===== src/inc/ast_map.svh =====
`ifndef AST_MAP_SVH
`define AST_MAP_SVH

// Register offsets on the plain register port
`define AST_ADDR_SR      3'h0
`define AST_ADDR_DR      3'h1
`define AST_ADDR_CR1     3'h2
`define AST_ADDR_CR2     3'h3
`define AST_ADDR_CR3     3'h4
`define AST_ADDR_DIVL    3'h5
`define AST_ADDR_DIVH    3'h6

// Status register bit positions
`define AST_SR_TXE       3'h7
`define AST_SR_TC        3'h6
`define AST_SR_RXF       3'h5
`define AST_SR_NF        3'h2

// Control register one bit positions
`define AST_CR1_RX9      3'h7
`define AST_CR1_TX9      3'h6
`define AST_CR1_M        3'h4

// Control register two bit positions
`define AST_CR2_TX_EMPTY_IRQ_ENABLE     3'h7
`define AST_CR2_TX_COMPLETE_IRQ_ENABLE    3'h6
`define AST_CR2_TEN      3'h3
`define AST_CR2_REN      3'h2
`define AST_CR2_SBK      3'h0

// Control register three stop-count field and its codes
`define AST_CR3_STOP_MSB 3'h5
`define AST_CR3_STOP_LSB 3'h4
`define AST_STOP_ONE     2'h0
`define AST_STOP_TWO     2'h2
`define AST_STOP_ONEHALF 2'h3

// Timing in oversampling ticks (sixteen per bit)
`define AST_BIT_LAST     6'h0f
`define AST_STOP1_TICKS  6'h10
`define AST_STOP15_TICKS 6'h18
`define AST_STOP2_TICKS  6'h20
`define AST_BRK1_TICKS   6'h20
`define AST_BRK2_TICKS   6'h30
`define AST_SMP_A1       4'h5
`define AST_SMP_A2       4'h7
`define AST_SMP_B0       4'h8
`define AST_SMP_B1       4'h9
`define AST_SMP_B2       4'ha
`define AST_SMP_EDGE     4'h3

// Reset values
`define AST_DIV_RST      16'h0010

`endif


===== src/inc/ast_pkg.sv =====
package ast_pkg;

  // Transmit sequencer states
  typedef enum logic [1:0] {TX_IDLE, TX_START, TX_DATA, TX_STOP} ast_tx_e;

  // Kind of frame being sent
  typedef enum logic [1:0] {FR_DATA, FR_IDLE, FR_BREAK} ast_frame_e;

  // Receiver start-detect and data states
  typedef enum logic [1:0] {RX_IDLE, RX_START, RX_DATA, RX_STOP} ast_rx_e;

  // Whole state of the top module
  typedef struct packed {
    logic             ten_q;
    logic             m;
    logic             tx9;
    logic             rx9;
    logic             send_break_request;
    logic             transmitter_enable_bit;
    logic             ren;
    logic             tx_empty_irq_enable;
    logic             tx_complete_irq_enable;
    logic [1:0]       stop;
    logic [15:0]      div;
    logic             tx_buffer_empty_flag;
    logic             tc;
    logic             tc_arm;
    logic [7:0]       hold;
    logic [8:0]       shift;
    ast_tx_e          tx_st;
    ast_frame_e       kind;
    logic [5:0]       tcnt;
    logic [3:0]       bidx;
    logic             rx_sync1;
    logic             rx_sync2;
    logic             rx_prev;
    ast_rx_e          rx_st;
    logic [3:0]       scnt;
    logic [1:0]       zcnt;
    logic             rnoise;
    logic [8:0]       rshift;
    logic [3:0]       rbits;
    logic [7:0]       rx_data;
    logic             rxf;
    logic             nf;
    logic             nf_arm;
    logic             tx_line;
    logic             tx_oe;
    logic [7:0]       rdata;
    logic             irq_e;
    logic             irq_c;
  } ast_state_s;

endpackage : ast_pkg


===== src/design/ast_top.sv =====
// Local design decisions: the strobed register port and the register offsets.
`timescale 1ns/1ps
`default_nettype none
`include "ast_map.svh"

module ast_top (
  input  wire logic       SYS_CLK,
  input  wire logic       RST,
  input  wire logic [2:0] ADDR,
  input  wire logic [7:0] WDATA,
  input  wire logic       WR,
  input  wire logic       RD,
  output wire logic [7:0] RDATA,
  input  wire logic       RX,
  output wire logic       TX,
  output wire logic       TX_OE,
  output wire logic       TX_EMPTY_IRQ,
  output wire logic       TX_DONE_IRQ
);

  ast_pkg::ast_state_s s_reg;     // Registered state
  ast_pkg::ast_state_s n;         // Next state
  logic                tx_os;     // Transmit oversampling tick
  logic                rx_os;     // Receive oversampling tick
  logic                tx_step;   // Transmit tick while enabled
  logic                rx_step;   // Receive tick while enabled
  logic                ten_rise;  // Transmitter just enabled
  logic                rx_fall;   // Falling edge on synchronised input
  logic                tx_ready;  // Idle and free for a direct load
  logic                sr_rd;     // Status read strobe
  logic                sr_wr;     // Status write strobe
  logic                dr_rd;     // Data read strobe
  logic                dr_wr;     // Data write strobe
  logic [3:0]          nbits;     // Data bits per frame
  logic [5:0]          stop_len;  // Stop phase length in ticks
  logic [3:0]          sc;        // Sample counter after this tick
  logic [1:0]          za;        // Low samples in group incl. this one
  logic [1:0]          ob;        // High samples incl. this one

  // Address decode of the strobes
  assign sr_rd = RD && (ADDR == `AST_ADDR_SR);
  assign sr_wr = WR && (ADDR == `AST_ADDR_SR);
  assign dr_rd = RD && (ADDR == `AST_ADDR_DR);
  assign dr_wr = WR && (ADDR == `AST_ADDR_DR);

  // Frame shape helpers
  assign nbits    = s_reg.m ? 4'h9 : 4'h8;
  assign ten_rise = s_reg.transmitter_enable_bit && !s_reg.ten_q;
  assign tx_step  = s_reg.transmitter_enable_bit && tx_os;
  assign rx_step  = s_reg.ren && rx_os;
  assign tx_ready = s_reg.transmitter_enable_bit && s_reg.ten_q && (s_reg.tx_st == ast_pkg::TX_IDLE) && s_reg.tx_buffer_empty_flag && !s_reg.send_break_request;
  assign rx_fall  = s_reg.ren && (s_reg.rx_st == ast_pkg::RX_IDLE) && s_reg.rx_prev && !s_reg.rx_sync2;
  assign sc       = s_reg.scnt + 4'h1;
  assign za       = s_reg.zcnt + {1'b0, !s_reg.rx_sync2};
  assign ob       = s_reg.zcnt + {1'b0, s_reg.rx_sync2};

  // Stop phase length; a break honours only the two-stop code, else one stop bit
  always_comb begin
    if (s_reg.kind == ast_pkg::FR_BREAK) begin
      // First sixteen ticks stay low, then one or two high bits
      stop_len = (s_reg.stop == `AST_STOP_TWO) ? `AST_BRK2_TICKS : `AST_BRK1_TICKS;
    end else if (s_reg.stop == `AST_STOP_TWO) begin
      stop_len = `AST_STOP2_TICKS;
    end else if (s_reg.stop == `AST_STOP_ONEHALF) begin
      stop_len = `AST_STOP15_TICKS;
    end else begin
      stop_len = `AST_STOP1_TICKS;
    end
  end

  // Transmit tick divider, frozen while the transmitter is off
  ast_tick_gen #(.W(16)) u_tx_tick (
    .clk  (SYS_CLK),
    .rst  (RST),
    .en   (s_reg.transmitter_enable_bit),
    .clr  (ten_rise),
    .div  (s_reg.div),
    .tick (tx_os)
  );

  // Receive tick divider, realigned on each falling edge seen while idle
  ast_tick_gen #(.W(16)) u_rx_tick (
    .clk  (SYS_CLK),
    .rst  (RST),
    .en   (s_reg.ren),
    .clr  (rx_fall),
    .div  (s_reg.div),
    .tick (rx_os)
  );

  // Next-state logic for registers, transmitter and receiver
  always_comb begin
    n = s_reg;
    n.ten_q = s_reg.transmitter_enable_bit;
    // Input synchroniser and edge history
    n.rx_sync1 = RX;
    n.rx_sync2 = s_reg.rx_sync1;
    n.rx_prev = s_reg.rx_sync2;
    // Control register writes
    if (WR && (ADDR == `AST_ADDR_CR1)) begin
      n.tx9 = WDATA[`AST_CR1_TX9];
      n.m = WDATA[`AST_CR1_M];
    end else if (WR && (ADDR == `AST_ADDR_CR2)) begin
      n.tx_empty_irq_enable = WDATA[`AST_CR2_TX_EMPTY_IRQ_ENABLE];
      n.tx_complete_irq_enable = WDATA[`AST_CR2_TX_COMPLETE_IRQ_ENABLE];
      n.transmitter_enable_bit = WDATA[`AST_CR2_TEN];
      n.ren = WDATA[`AST_CR2_REN];
      n.send_break_request = WDATA[`AST_CR2_SBK];
    end else if (WR && (ADDR == `AST_ADDR_CR3)) begin
      n.stop = WDATA[`AST_CR3_STOP_MSB:`AST_CR3_STOP_LSB];
    end else if (WR && (ADDR == `AST_ADDR_DIVL)) begin
      n.div[7:0] = WDATA;
    end else if (WR && (ADDR == `AST_ADDR_DIVH)) begin
      n.div[15:8] = WDATA;
    end
    // Status read arms the two-step clears
    if (sr_rd) begin
      n.tc_arm = 1'b1;
      n.nf_arm = 1'b1;
    end
    // Writing zero to the complete flag clears it
    if (sr_wr && !WDATA[`AST_SR_TC]) begin
      n.tc = 1'b0;
    end
    // Data write after a status read clears the complete flag
    if (dr_wr) begin
      if (s_reg.tc_arm) begin
        n.tc = 1'b0;
      end
      n.tc_arm = 1'b0;
    end
    // Data read consumes the received word
    if (dr_rd) begin
      n.rxf = 1'b0;
      if (s_reg.nf_arm) begin
        n.nf = 1'b0;
      end
      n.nf_arm = 1'b0;
    end

    // Transmit sequencer
    if (ten_rise) begin
      // Preamble of all ones after enabling
      n.tx_st = ast_pkg::TX_START;
      n.kind = ast_pkg::FR_IDLE;
      n.tcnt = '0;
      n.bidx = '0;
    end else if (s_reg.transmitter_enable_bit && (s_reg.tx_st == ast_pkg::TX_IDLE)) begin
      if (s_reg.send_break_request) begin
        // Break waits for the frame boundary
        n.tx_st = ast_pkg::TX_START;
        n.kind = ast_pkg::FR_BREAK;
        n.tcnt = '0;
        n.bidx = '0;
      end else if (!s_reg.tx_buffer_empty_flag) begin
        // Holding word moves into the shifter
        n.shift = {s_reg.m & s_reg.tx9, s_reg.hold};
        n.tx_buffer_empty_flag = 1'b1;
        n.tx_st = ast_pkg::TX_START;
        n.kind = ast_pkg::FR_DATA;
        n.tcnt = '0;
        n.bidx = '0;
      end
    end else if (tx_step) begin
      case (s_reg.tx_st)
        ast_pkg::TX_START: begin
          // One whole bit period of start
          if (s_reg.tcnt == `AST_BIT_LAST) begin
            n.tcnt = '0;
            n.tx_st = ast_pkg::TX_DATA;
          end else begin
            n.tcnt = s_reg.tcnt + 6'h01;
          end
        end
        ast_pkg::TX_DATA: begin
          // Shift right so bit zero leaves first
          if (s_reg.tcnt == `AST_BIT_LAST) begin
            n.tcnt = '0;
            n.shift = {1'b0, s_reg.shift[8:1]};
            n.bidx = s_reg.bidx + 4'h1;
            if (s_reg.bidx == nbits - 4'h1) begin
              n.tx_st = ast_pkg::TX_STOP;
              if (s_reg.kind == ast_pkg::FR_BREAK) begin
                // Request drops in the break stop bit unless rewritten now
                n.send_break_request = (WR && (ADDR == `AST_ADDR_CR2)) ? WDATA[`AST_CR2_SBK] : 1'b0;
              end
            end
          end else begin
            n.tcnt = s_reg.tcnt + 6'h01;
          end
        end
        ast_pkg::TX_STOP: begin
          // Stop phase; complete flag when nothing waits
          if (s_reg.tcnt == stop_len - 6'h01) begin
            n.tcnt = '0;
            n.tx_st = ast_pkg::TX_IDLE;
            if (s_reg.tx_buffer_empty_flag) begin
              n.tc = 1'b1;
            end
          end else begin
            n.tcnt = s_reg.tcnt + 6'h01;
          end
        end
        default: begin
          n.tcnt = s_reg.tcnt;
        end
      endcase
    end

    // Data write: direct start when idle, else hold
    if (dr_wr) begin
      if (tx_ready) begin
        n.shift = {s_reg.m & s_reg.tx9, WDATA};
        n.tx_buffer_empty_flag = 1'b1;
        n.tx_st = ast_pkg::TX_START;
        n.kind = ast_pkg::FR_DATA;
        n.tcnt = '0;
        n.bidx = '0;
      end else begin
        n.hold = WDATA;
        n.tx_buffer_empty_flag = 1'b0;
      end
    end

    // Line level follows the next state so pin and state align
    n.tx_line = 1'b1;
    if (n.tx_st == ast_pkg::TX_START) begin
      n.tx_line = (n.kind == ast_pkg::FR_IDLE);
    end else if (n.tx_st == ast_pkg::TX_DATA) begin
      n.tx_line = (n.kind == ast_pkg::FR_DATA) ? n.shift[0] : (n.kind == ast_pkg::FR_IDLE);
    end else if (n.tx_st == ast_pkg::TX_STOP) begin
      // A break keeps the line low through its first stop bit
      n.tx_line = !((n.kind == ast_pkg::FR_BREAK) && !n.tcnt[5] && !n.tcnt[4]);
    end
    n.tx_oe = n.transmitter_enable_bit;

    // Receiver
    if (!s_reg.ren) begin
      n.rx_st = ast_pkg::RX_IDLE;
    end else begin
      case (s_reg.rx_st)
        ast_pkg::RX_IDLE: begin
          // Falling edge counts as the third sample
          if (rx_fall) begin
            n.rx_st = ast_pkg::RX_START;
            n.scnt = `AST_SMP_EDGE;
            n.zcnt = 2'h1;
            n.rnoise = 1'b0;
          end
        end
        ast_pkg::RX_START: begin
          if (rx_step) begin
            n.scnt = sc;
            if (sc == `AST_SMP_A1) begin
              n.zcnt = za;
            end else if (sc == `AST_SMP_A2) begin
              // Third, fifth, seventh samples
              if (za < 2'h2) begin
                n.rx_st = ast_pkg::RX_IDLE;
              end
              n.rnoise = (za != 2'h3);
              n.zcnt = '0;
            end else if ((sc == `AST_SMP_B0) || (sc == `AST_SMP_B1)) begin
              n.zcnt = za;
            end else if (sc == `AST_SMP_B2) begin
              // Eighth, ninth, tenth samples confirm
              if (za < 2'h2) begin
                n.rx_st = ast_pkg::RX_IDLE;
              end else begin
                n.rx_st = ast_pkg::RX_DATA;
                n.rnoise = s_reg.rnoise || (za != 2'h3);
              end
              n.zcnt = '0;
              n.rbits = '0;
            end
          end
        end
        ast_pkg::RX_DATA: begin
          if (rx_step) begin
            n.scnt = sc;
            if ((sc == `AST_SMP_B0) || (sc == `AST_SMP_B1)) begin
              n.zcnt = ob;
            end else if (sc == `AST_SMP_B2) begin
              // Majority vote, noisy when not unanimous
              n.rshift = {ob[1], s_reg.rshift[8:1]};
              n.rnoise = s_reg.rnoise || (ob == 2'h1) || (ob == 2'h2);
              n.zcnt = '0;
              n.rbits = s_reg.rbits + 4'h1;
              if (s_reg.rbits == nbits - 4'h1) begin
                n.rx_st = ast_pkg::RX_STOP;
              end
            end
          end
        end
        ast_pkg::RX_STOP: begin
          if (rx_step) begin
            n.scnt = sc;
            if (sc == `AST_SMP_B2) begin
              // Word delivered; flags set over a same-cycle clear
              n.rx_data = s_reg.m ? s_reg.rshift[7:0] : s_reg.rshift[8:1];
              n.rx9 = s_reg.m & s_reg.rshift[8];
              n.rxf = 1'b1;
              n.nf = n.nf || s_reg.rnoise;
              n.rx_st = ast_pkg::RX_IDLE;
            end
          end
        end
        default: begin
          n.rx_st = ast_pkg::RX_IDLE;
        end
      endcase
    end

    // Read data, valid the cycle after the strobe
    n.rdata = 8'h00;
    if (RD) begin
      if (ADDR == `AST_ADDR_SR) begin
        n.rdata[`AST_SR_TXE] = s_reg.tx_buffer_empty_flag;
        n.rdata[`AST_SR_TC] = s_reg.tc;
        n.rdata[`AST_SR_RXF] = s_reg.rxf;
        n.rdata[`AST_SR_NF] = s_reg.nf;
      end else if (ADDR == `AST_ADDR_DR) begin
        n.rdata = s_reg.rx_data;
      end else if (ADDR == `AST_ADDR_CR1) begin
        n.rdata[`AST_CR1_RX9] = s_reg.rx9;
        n.rdata[`AST_CR1_TX9] = s_reg.tx9;
        n.rdata[`AST_CR1_M] = s_reg.m;
      end else if (ADDR == `AST_ADDR_CR2) begin
        n.rdata[`AST_CR2_TX_EMPTY_IRQ_ENABLE] = s_reg.tx_empty_irq_enable;
        n.rdata[`AST_CR2_TX_COMPLETE_IRQ_ENABLE] = s_reg.tx_complete_irq_enable;
        n.rdata[`AST_CR2_TEN] = s_reg.transmitter_enable_bit;
        n.rdata[`AST_CR2_REN] = s_reg.ren;
        n.rdata[`AST_CR2_SBK] = s_reg.send_break_request;
      end else if (ADDR == `AST_ADDR_CR3) begin
        n.rdata[`AST_CR3_STOP_MSB:`AST_CR3_STOP_LSB] = s_reg.stop;
      end else if (ADDR == `AST_ADDR_DIVL) begin
        n.rdata = s_reg.div[7:0];
      end else if (ADDR == `AST_ADDR_DIVH) begin
        n.rdata = s_reg.div[15:8];
      end
    end

    // Interrupt requests from the next flag values
    n.irq_e = n.tx_buffer_empty_flag && n.tx_empty_irq_enable;
    n.irq_c = n.tc && n.tx_complete_irq_enable;
  end

  // State register with reset constants
  always_ff @(posedge SYS_CLK or posedge RST) begin
    if (RST) begin
      s_reg <= '0;
      s_reg.tx_buffer_empty_flag <= 1'b1;
      s_reg.tc <= 1'b1;
      s_reg.div <= `AST_DIV_RST;
      s_reg.tx_line <= 1'b1;
      s_reg.rx_sync1 <= 1'b1;
      s_reg.rx_sync2 <= 1'b1;
      s_reg.rx_prev <= 1'b1;
    end else begin
      s_reg <= n;
    end
  end

  assign RDATA        = s_reg.rdata;
  assign TX           = s_reg.tx_line;
  assign TX_OE        = s_reg.tx_oe;
  assign TX_EMPTY_IRQ = s_reg.irq_e;
  assign TX_DONE_IRQ  = s_reg.irq_c;
endmodule : ast_top

`default_nettype wire


===== src/design/ast_tick_gen.sv =====
`timescale 1ns/1ps
`default_nettype none

// Oversampling tick divider: one pulse every div/16 system clocks
module ast_tick_gen #(
  parameter int W = 16
) (
  input  wire logic         clk,
  input  wire logic         rst,
  input  wire logic         en,
  input  wire logic         clr,
  input  wire logic [W-1:0] div,
  output wire logic         tick
);

  // State of the divider
  typedef struct packed {
    logic [W-5:0] cnt;
    logic         tick;
  } ast_tick_s;

  ast_tick_s       s_reg;   // Registered state
  ast_tick_s       s_next;  // Next state
  logic [W-5:0]    per_m1;  // Period minus one, at least zero

  // A divider below sixteen still yields one tick per clock
  assign per_m1 = (div[W-1:4] == '0) ? '0 : div[W-1:4] - 1'b1;

  // Count while enabled, hold when frozen, restart on clear
  always_comb begin
    s_next = s_reg;
    s_next.tick = 1'b0;
    if (clr) begin
      s_next.cnt = '0;
    end else if (en) begin
      if (s_reg.cnt >= per_m1) begin
        s_next.cnt = '0;
        s_next.tick = 1'b1;
      end else begin
        s_next.cnt = s_reg.cnt + 1'b1;
      end
    end
  end

  // State register
  always_ff @(posedge clk or posedge rst) begin
    if (rst) begin
      s_reg <= '0;
    end else begin
      s_reg <= s_next;
    end
  end

  assign tick = s_reg.tick;

endmodule : ast_tick_gen

`default_nettype wire


===== config.mk =====
export PLATFORM = sky130hd
export DESIGN_NAME = ast_top
export DESIGN_NICKNAME = d
export VERILOG_FILES = /design/src/inc/ast_pkg.sv /design/src/design/ast_top.sv /design/src/design/ast_tick_gen.sv
export VERILOG_INCLUDE_DIRS = /design/src /design/src/inc
export SDC_FILE = /design/constraint.sdc
export NUM_CORES = 1
export LEC_CHECK = 0
export ABC_CLOCK_PERIOD_IN_PS = 3500
export BUFFER_PORTS_ARGS = -buffer_cell sky130_fd_sc_hd__buf_2
export CORE_AREA = 2 2 184 186
export DETAILED_ROUTE_END_ITERATION = 10
export DIE_AREA = 0 0 186 188
export PLACE_DENSITY = 0.36
export SLEW_MARGIN = 5
export SYNTH_ARGS = -nofsm -noshare
export SYNTH_HDL_FRONTEND = slang
export SYNTH_SLANG_ARGS = --single-unit

===== constraint.sdc =====
create_clock -name SYS_CLK -period 3.5 [get_ports SYS_CLK]
set_input_delay 0 -clock SYS_CLK [delete_from_list [all_inputs] [get_ports SYS_CLK]]
set_output_delay 0 -clock SYS_CLK [all_outputs]
set_load 0.1 [all_outputs]

======== Word level (Yosys, flattened, before mapping) ========
Index checks and enable logic that the tools add are counted.
word-level totals
  bits in registers ....................... 134
  input bits .............................. 16
  output and inout bits ................... 12
operators by class
  $add $sub $neg .......................... 11
  $lt $le $gt $ge ......................... 3
  eq/ne operators ......................... 58
  multiplexer cells ....................... 137
  bitwise gates (word level) .............. 8
  reduce and logical (&&, ||, !) cells .... 61
operator list
  cell                   count
  $mux 23                7
  $mux 2                 33
  $mux 8                 8
  $mux 12                5
  $mux 9                 5
  $mux 14                3
  $mux 4                 10
  $mux 1                 38
  $mux 11                3
  $ne 3x3->1 const B     11
  $mux 16                2
  $mux 6                 5
  $mux 13                2
  $logic_and 1x1->1      25
  $add 12x1->12 const B  2
  $ge 12x12->1           2
  $pmux 6 s4             1
  $eq 2x2->1 const B     11
  $mux 22                1
  $ne 2x2->1 const B     11
  $mux 10                2
  $mux 18                1
  $ne 4x4->1 const B     4
  $mux 3                 5
  other kinds (40)       81

======== Depth between registers and ports, before layout ========
  depth in word-level cells ............... 20
  gate-level depth with buffers ........... 16
  depth with buffers taken out ............ 15

======== Modules after synthesis ========
Synthesis repeated with hierarchy kept, for this count alone.
unflattened totals
  cells, all modules ...................... 941
  area, all modules ....................... 8520.7 sq um
by module, submodules not included
  module                     times used  cells each  area each (sq um)
  ast_top                    1           607         5945.7
  ast_tick_gen at u_tx_tick  1           167         1300.0
  ast_tick_gen at u_rx_tick  1           167         1275.0

======== Worst setup path before layout ========
Ideal clock, no wire load.
  path type ............................... flip-flop to flip-flop
  start ................................... register s_reg[92] (netlist name)
  end ..................................... register u_rx_tick.s_reg[10] (netlist bit)
  setup time .............................. 64 ps
  arrival ................................. 2817 ps
  slack ................................... 619 ps
  stages on the path, launching flop included .. 14
  clock period less this slack ............ 2881 ps
  path through ............................ dfrtp_1 clkbuf_1 nor4_1 nor2b_1 a21oi_1 ha_1 nand2b_4 a2111oi_2 o21bai_1 a221oi_2 o21ai_1 buf_6 o21ai_0 a21o_1
on the way
  cells in the longest elaborated chain, start to end .. 6
  elaborated cells between the ends (all ways) .. 7
  classes of those cells .................. add/sub (1); order compare (1); mux (4); reduce/logical (1)
ends and longest elaborated chain
  item                                               RTL line            RTL
  $sub 12x1->12 or $logic_not 12->1 (tied branches)  ast_tick_gen.sv:27  assign per_m1 = (div[W-1:4] == '0) ? '0 : div[W-1:4] - 1'b1;
  $mux 12 (*)                                        ast_tick_gen.sv:27
  $ge 12x12->1 (*)                                   ast_tick_gen.sv:36  if (s_reg.cnt >= per_m1) begin
  $mux 12 (*)                                        ast_tick_gen.sv:36
  $mux 13 (*)                                        ast_tick_gen.sv:35  end else if (en) begin
  $mux 12 (*)                                        ast_tick_gen.sv:33  if (clr) begin
  to (signal assigned)                               ast_tick_gen.sv:50  s_reg <= s_next;
  to (decl)                                          ast_tick_gen.sv:22  ast_tick_s s_reg;
Mark *: on every way between the ends. The rest lies on a longest branch, timed or not. The select of a mux whose other input is x is not followed.
A chain may end at the register's enable or synchronous reset.

======== Worst setup path after layout ========
  start ................................... register s_reg[86] (netlist name)
  end ..................................... register u_rx_tick.s_reg[10] (netlist bit)
on the way
  cells in the longest elaborated chain, start to end .. 6
  elaborated cells between the ends (all ways) .. 7
  classes of those cells .................. add/sub (1); order compare (1); mux (4); reduce/logical (1)
ends and longest elaborated chain
  item                                               RTL line
  $sub 12x1->12 or $logic_not 12->1 (tied branches)  ast_tick_gen.sv:27
  $mux 12 (*)                                        ast_tick_gen.sv:27
  $ge 12x12->1 (*)                                   ast_tick_gen.sv:36
  $mux 12 (*)                                        ast_tick_gen.sv:36
  $mux 13 (*)                                        ast_tick_gen.sv:35
  $mux 12 (*)                                        ast_tick_gen.sv:33
Marks and branches as above.

==> out/results.txt <==
outcome: finished clean
core footprint: 0.0331 mm2
maximum number of pins on one net before global-route repair: 54
reg2reg path depth: 13
Clk pwr share: 36.9%
critical path startpoint category: flip-flop
Final period util: 90.5%
Yosys cell types: 80
number of synthesized flops with an enable pin: 0
Achievable Freq: 0.316 GHz
Die Wd: 186 um
worst min path class: in2reg
ANT cells: 0
CP Data Required Time: 3.86 ns
wirelength, routed: 22.5 mm
clk slew on worst S/H paths: 0.06 ns
GR met3 Demand/Resource: 2.27%
Hold Fails Final Rpt: 0
min-delay src: WDATA[6]
Antenna Violating Nets Remaining: 0
Yosys warnings: 0
Critical Path Fanout Max: 20
vias in the first global route: 6417
Clk Latency, worst-skew pair: 0.43 ns
via count: 6265
post-layout util: 28.7%
Main synth FF type: dfrtp_1
IO buf count: 27
Routed WL per cell: 16.9 um
Via density: 4.70
MaxCap Viol Count: 0
FFs w/ async S/R, synth: 100%
met2 GRT Util: 21.9%
Area growth syn-to-layout: 17.2%
clk buf depth: 2
total clock buffers created by CTS: 17
most frequent cells in the layout: dfrtp_1, nand2_1, o21ai_0
most common cell after layout, fill and taps aside: dfrtp_1
logic gate share of total power: 26.1%
dpl hpwl: 16.5 mm
Iteration-0 DRC Markers: 399
final global-route overflow total: 0
worst path arrival time: 3.53 ns
Critical Path Sink Type: flip-flop
Int Pwr: 3.48 mW
Mean Syn Cell Area: 9.68 um2
register area share after synthesis: 41.4%
Clock Tree Root: clkbuf_16
Starting Density: 24.5%
RSZ-0062 raised after global routing: false
Pwr Density: 543 mW/mm2
Worst Tran Pin Value: 0.805 ns
maximum vdd drop: 0.358 mV
Die Footprint: 0.0350 mm2
kind of critical path: reg2reg
reg2reg end: u_rx_tick.s_reg[10]$_DFFE_PP0P_
Seq cells post-synth: 134
hold endpoint: s_reg[88]$_DFFE_PP0P_
DRC viols: 0
Hold Slack: 0.0183 ns
final RePlAce weighted congestion: 0.775
CTS tree: built
Cell Area, Synth: 0.00811 mm2
Register Area: 0.00336 mm2
Final setup viols: 0
grt peak-use layer: met2
dpl cells: 1288
sequential share of power: 37.1%
Post-Route Skew: 0.0183 ns
# H-tree levels: 4
Sw Pwr: 1.68 mW
fillers: 3533
Pleak: 4.28 nW
Max Transition Viols Final: 0
layout cell share with drive strength beyond 1: 18.3%
fin nets: 936
setup tns final: 0 ns
FP Rows: 67
GRT Overall Usage: 13.7%
I/O pin count: 28
Cells on Worst Hold Path: 2
R2R setup slack: 0.33 ns
clk sinks: 134
total power draw: 5.16 mW
GRT met1 Usage: 18.6%
max FFs per register: 94
Mapped Cells: 838
die height: 188 um
initial antenna violation count: 0
Synth Net Count: 902
sw frac: 32.6%
Detailed Routing Iterations Pass 1: 4
Rel. slew slack: 46.2%
area of the multi-input gates: 0.00441 mm2
Finished Layout Cells: 1333
first-pass GRT wire length: 37.0 mm
Tmin final: 3.17 ns
reg2reg start: s_reg[86]$_DFFE_PP1P_
-- cell type report --
class / count / area share, %
Multi-Input combinational cell: 622 / 46.4
Sequential cell: 134 / 35.3
Tap cell: 448 / 5.89
Clock buffer: 24 / 4.85
Timing Repair Buffer: 56 / 4.29
Inverter: 41 / 1.66
Clock inverter: 8 / 1.57
-- timing repair --
action	CTS	global route
buffers inserted	0	1
endpoints found under the setup margin	0	23
hold buffers	12	0
endpoints found under the hold margin	62	0
resized for setup	0	8
-- cells in the mapped netlist (all sizes together), types with 8 or more instances --
cell type,n,area share (%)
nand3,22,1.4
nor2b,10,0.77
ha,47,7.2
buf,22,1.9
dfrtp,127,39
o21ai,66,4.3
mux2i,14,1.7
a21o,23,2.1
nor3b,15,1.8
nand2b,12,1.1
nand2,94,4.4
inv,41,1.9
xor2,12,1.3
mux2,37,5.1
a22oi,14,1.3
xnor2,11,1.2
a22o,8,0.86
and3,22,1.7
clkbuf,19,0.88
nor3,15,1.1
nor2,54,2.6
a21oi,36,2.4
nor4,9,0.69
o22ai,17,1.3
-- cells by family (layout without fill, tap and decap cells) --
logic type / after synthesis / in the layout / synth area share [%]
adders and majority gates: 49 / 49 / 7.62
and+or+nand+nor: 273 / 273 / 17.5
muxes: 51 / 51 / 6.86
xor gates and xnor gates: 23 / 23 / 2.48
buffers and inverters: 82 / 129 / 4.67
AOI/OAI and AO/OA: 226 / 226 / 19.5
DFF: 134 / 134 / 41.4
-- worst max path at each step --
| stage | start | end | slack, ns | depth (start not counted) |
|---|---|---|---|---|
| final | s_reg[86]$_DFFE_PP1P_ | u_rx_tick.s_reg[10]$_DFFE_PP0P_ | 0.33 | 13 |
| after global routing | s_reg[86]$_DFFE_PP1P_ | u_rx_tick.s_reg[4]$_DFFE_PP0P_ | 0.04 | 13 |
| after CTS | s_reg[93]$_DFFE_PP0P_ | u_tx_tick.s_reg[6]$_DFFE_PP0P_ | 0.11 | 11 |
| after detailed placement | s_reg[93]$_DFFE_PP0P_ | u_tx_tick.s_reg[6]$_DFFE_PP0P_ | 0.14 | 11 |
| after global placement | s_reg[93]$_DFFE_PP0P_ | u_tx_tick.s_reg[6]$_DFFE_PP0P_ | 0.14 | 11 |
| after floorplan | s_reg[92]$_DFFE_PP0P_ | u_rx_tick.s_reg[10]$_DFFE_PP0P_ | 0.62 | 13 |
-- layer usage --
layer | routed length (um) | vias to the layer above
li1 | - | 3098
met1 | 10900 | 3076
met2 | 10800 | 72
met4 | 308 | 0
met5 | 0 | -
met3 | 450 | 19
-- stage by stage --
step	area [um2]	worst slack, ns
2_1_floorplan	8120	0.619
3_5_place_dp	8730	0.141
4_1_cts	9460	0.112
3_3_place_gp	8730	0.136
6_report	9510	0.332
5_1_grt	9510	0.0404
-- power by group through the flow --
stage                     Clock (mW)  Sequential (mW)  Combinational (mW)
after global placement             0             1.94                1.35
after CTS                       1.97             1.91                1.36
after floorplan                    0             1.86                1.05
after global routing            2.05             1.94                1.52
after detailed placement           0             1.94                1.34
final                           1.90             1.91                1.35
-- worst max-delay path, stage by stage (launching register included) --
cell	delay [ns]
dfstp_2	0.58
inv_1	0.08
ha_1	0.20
and3_1	0.21
a21oi_2	0.23
ha_1	0.26
nand2b_4	0.14
a2111oi_2	0.37
o21bai_1	0.14
a221oi_2	0.27
o21ai_1	0.10
buf_4	0.21
o21ai_0	0.19
a21o_1	0.13
Note: power is estimated with default switching activity, not from simulation.
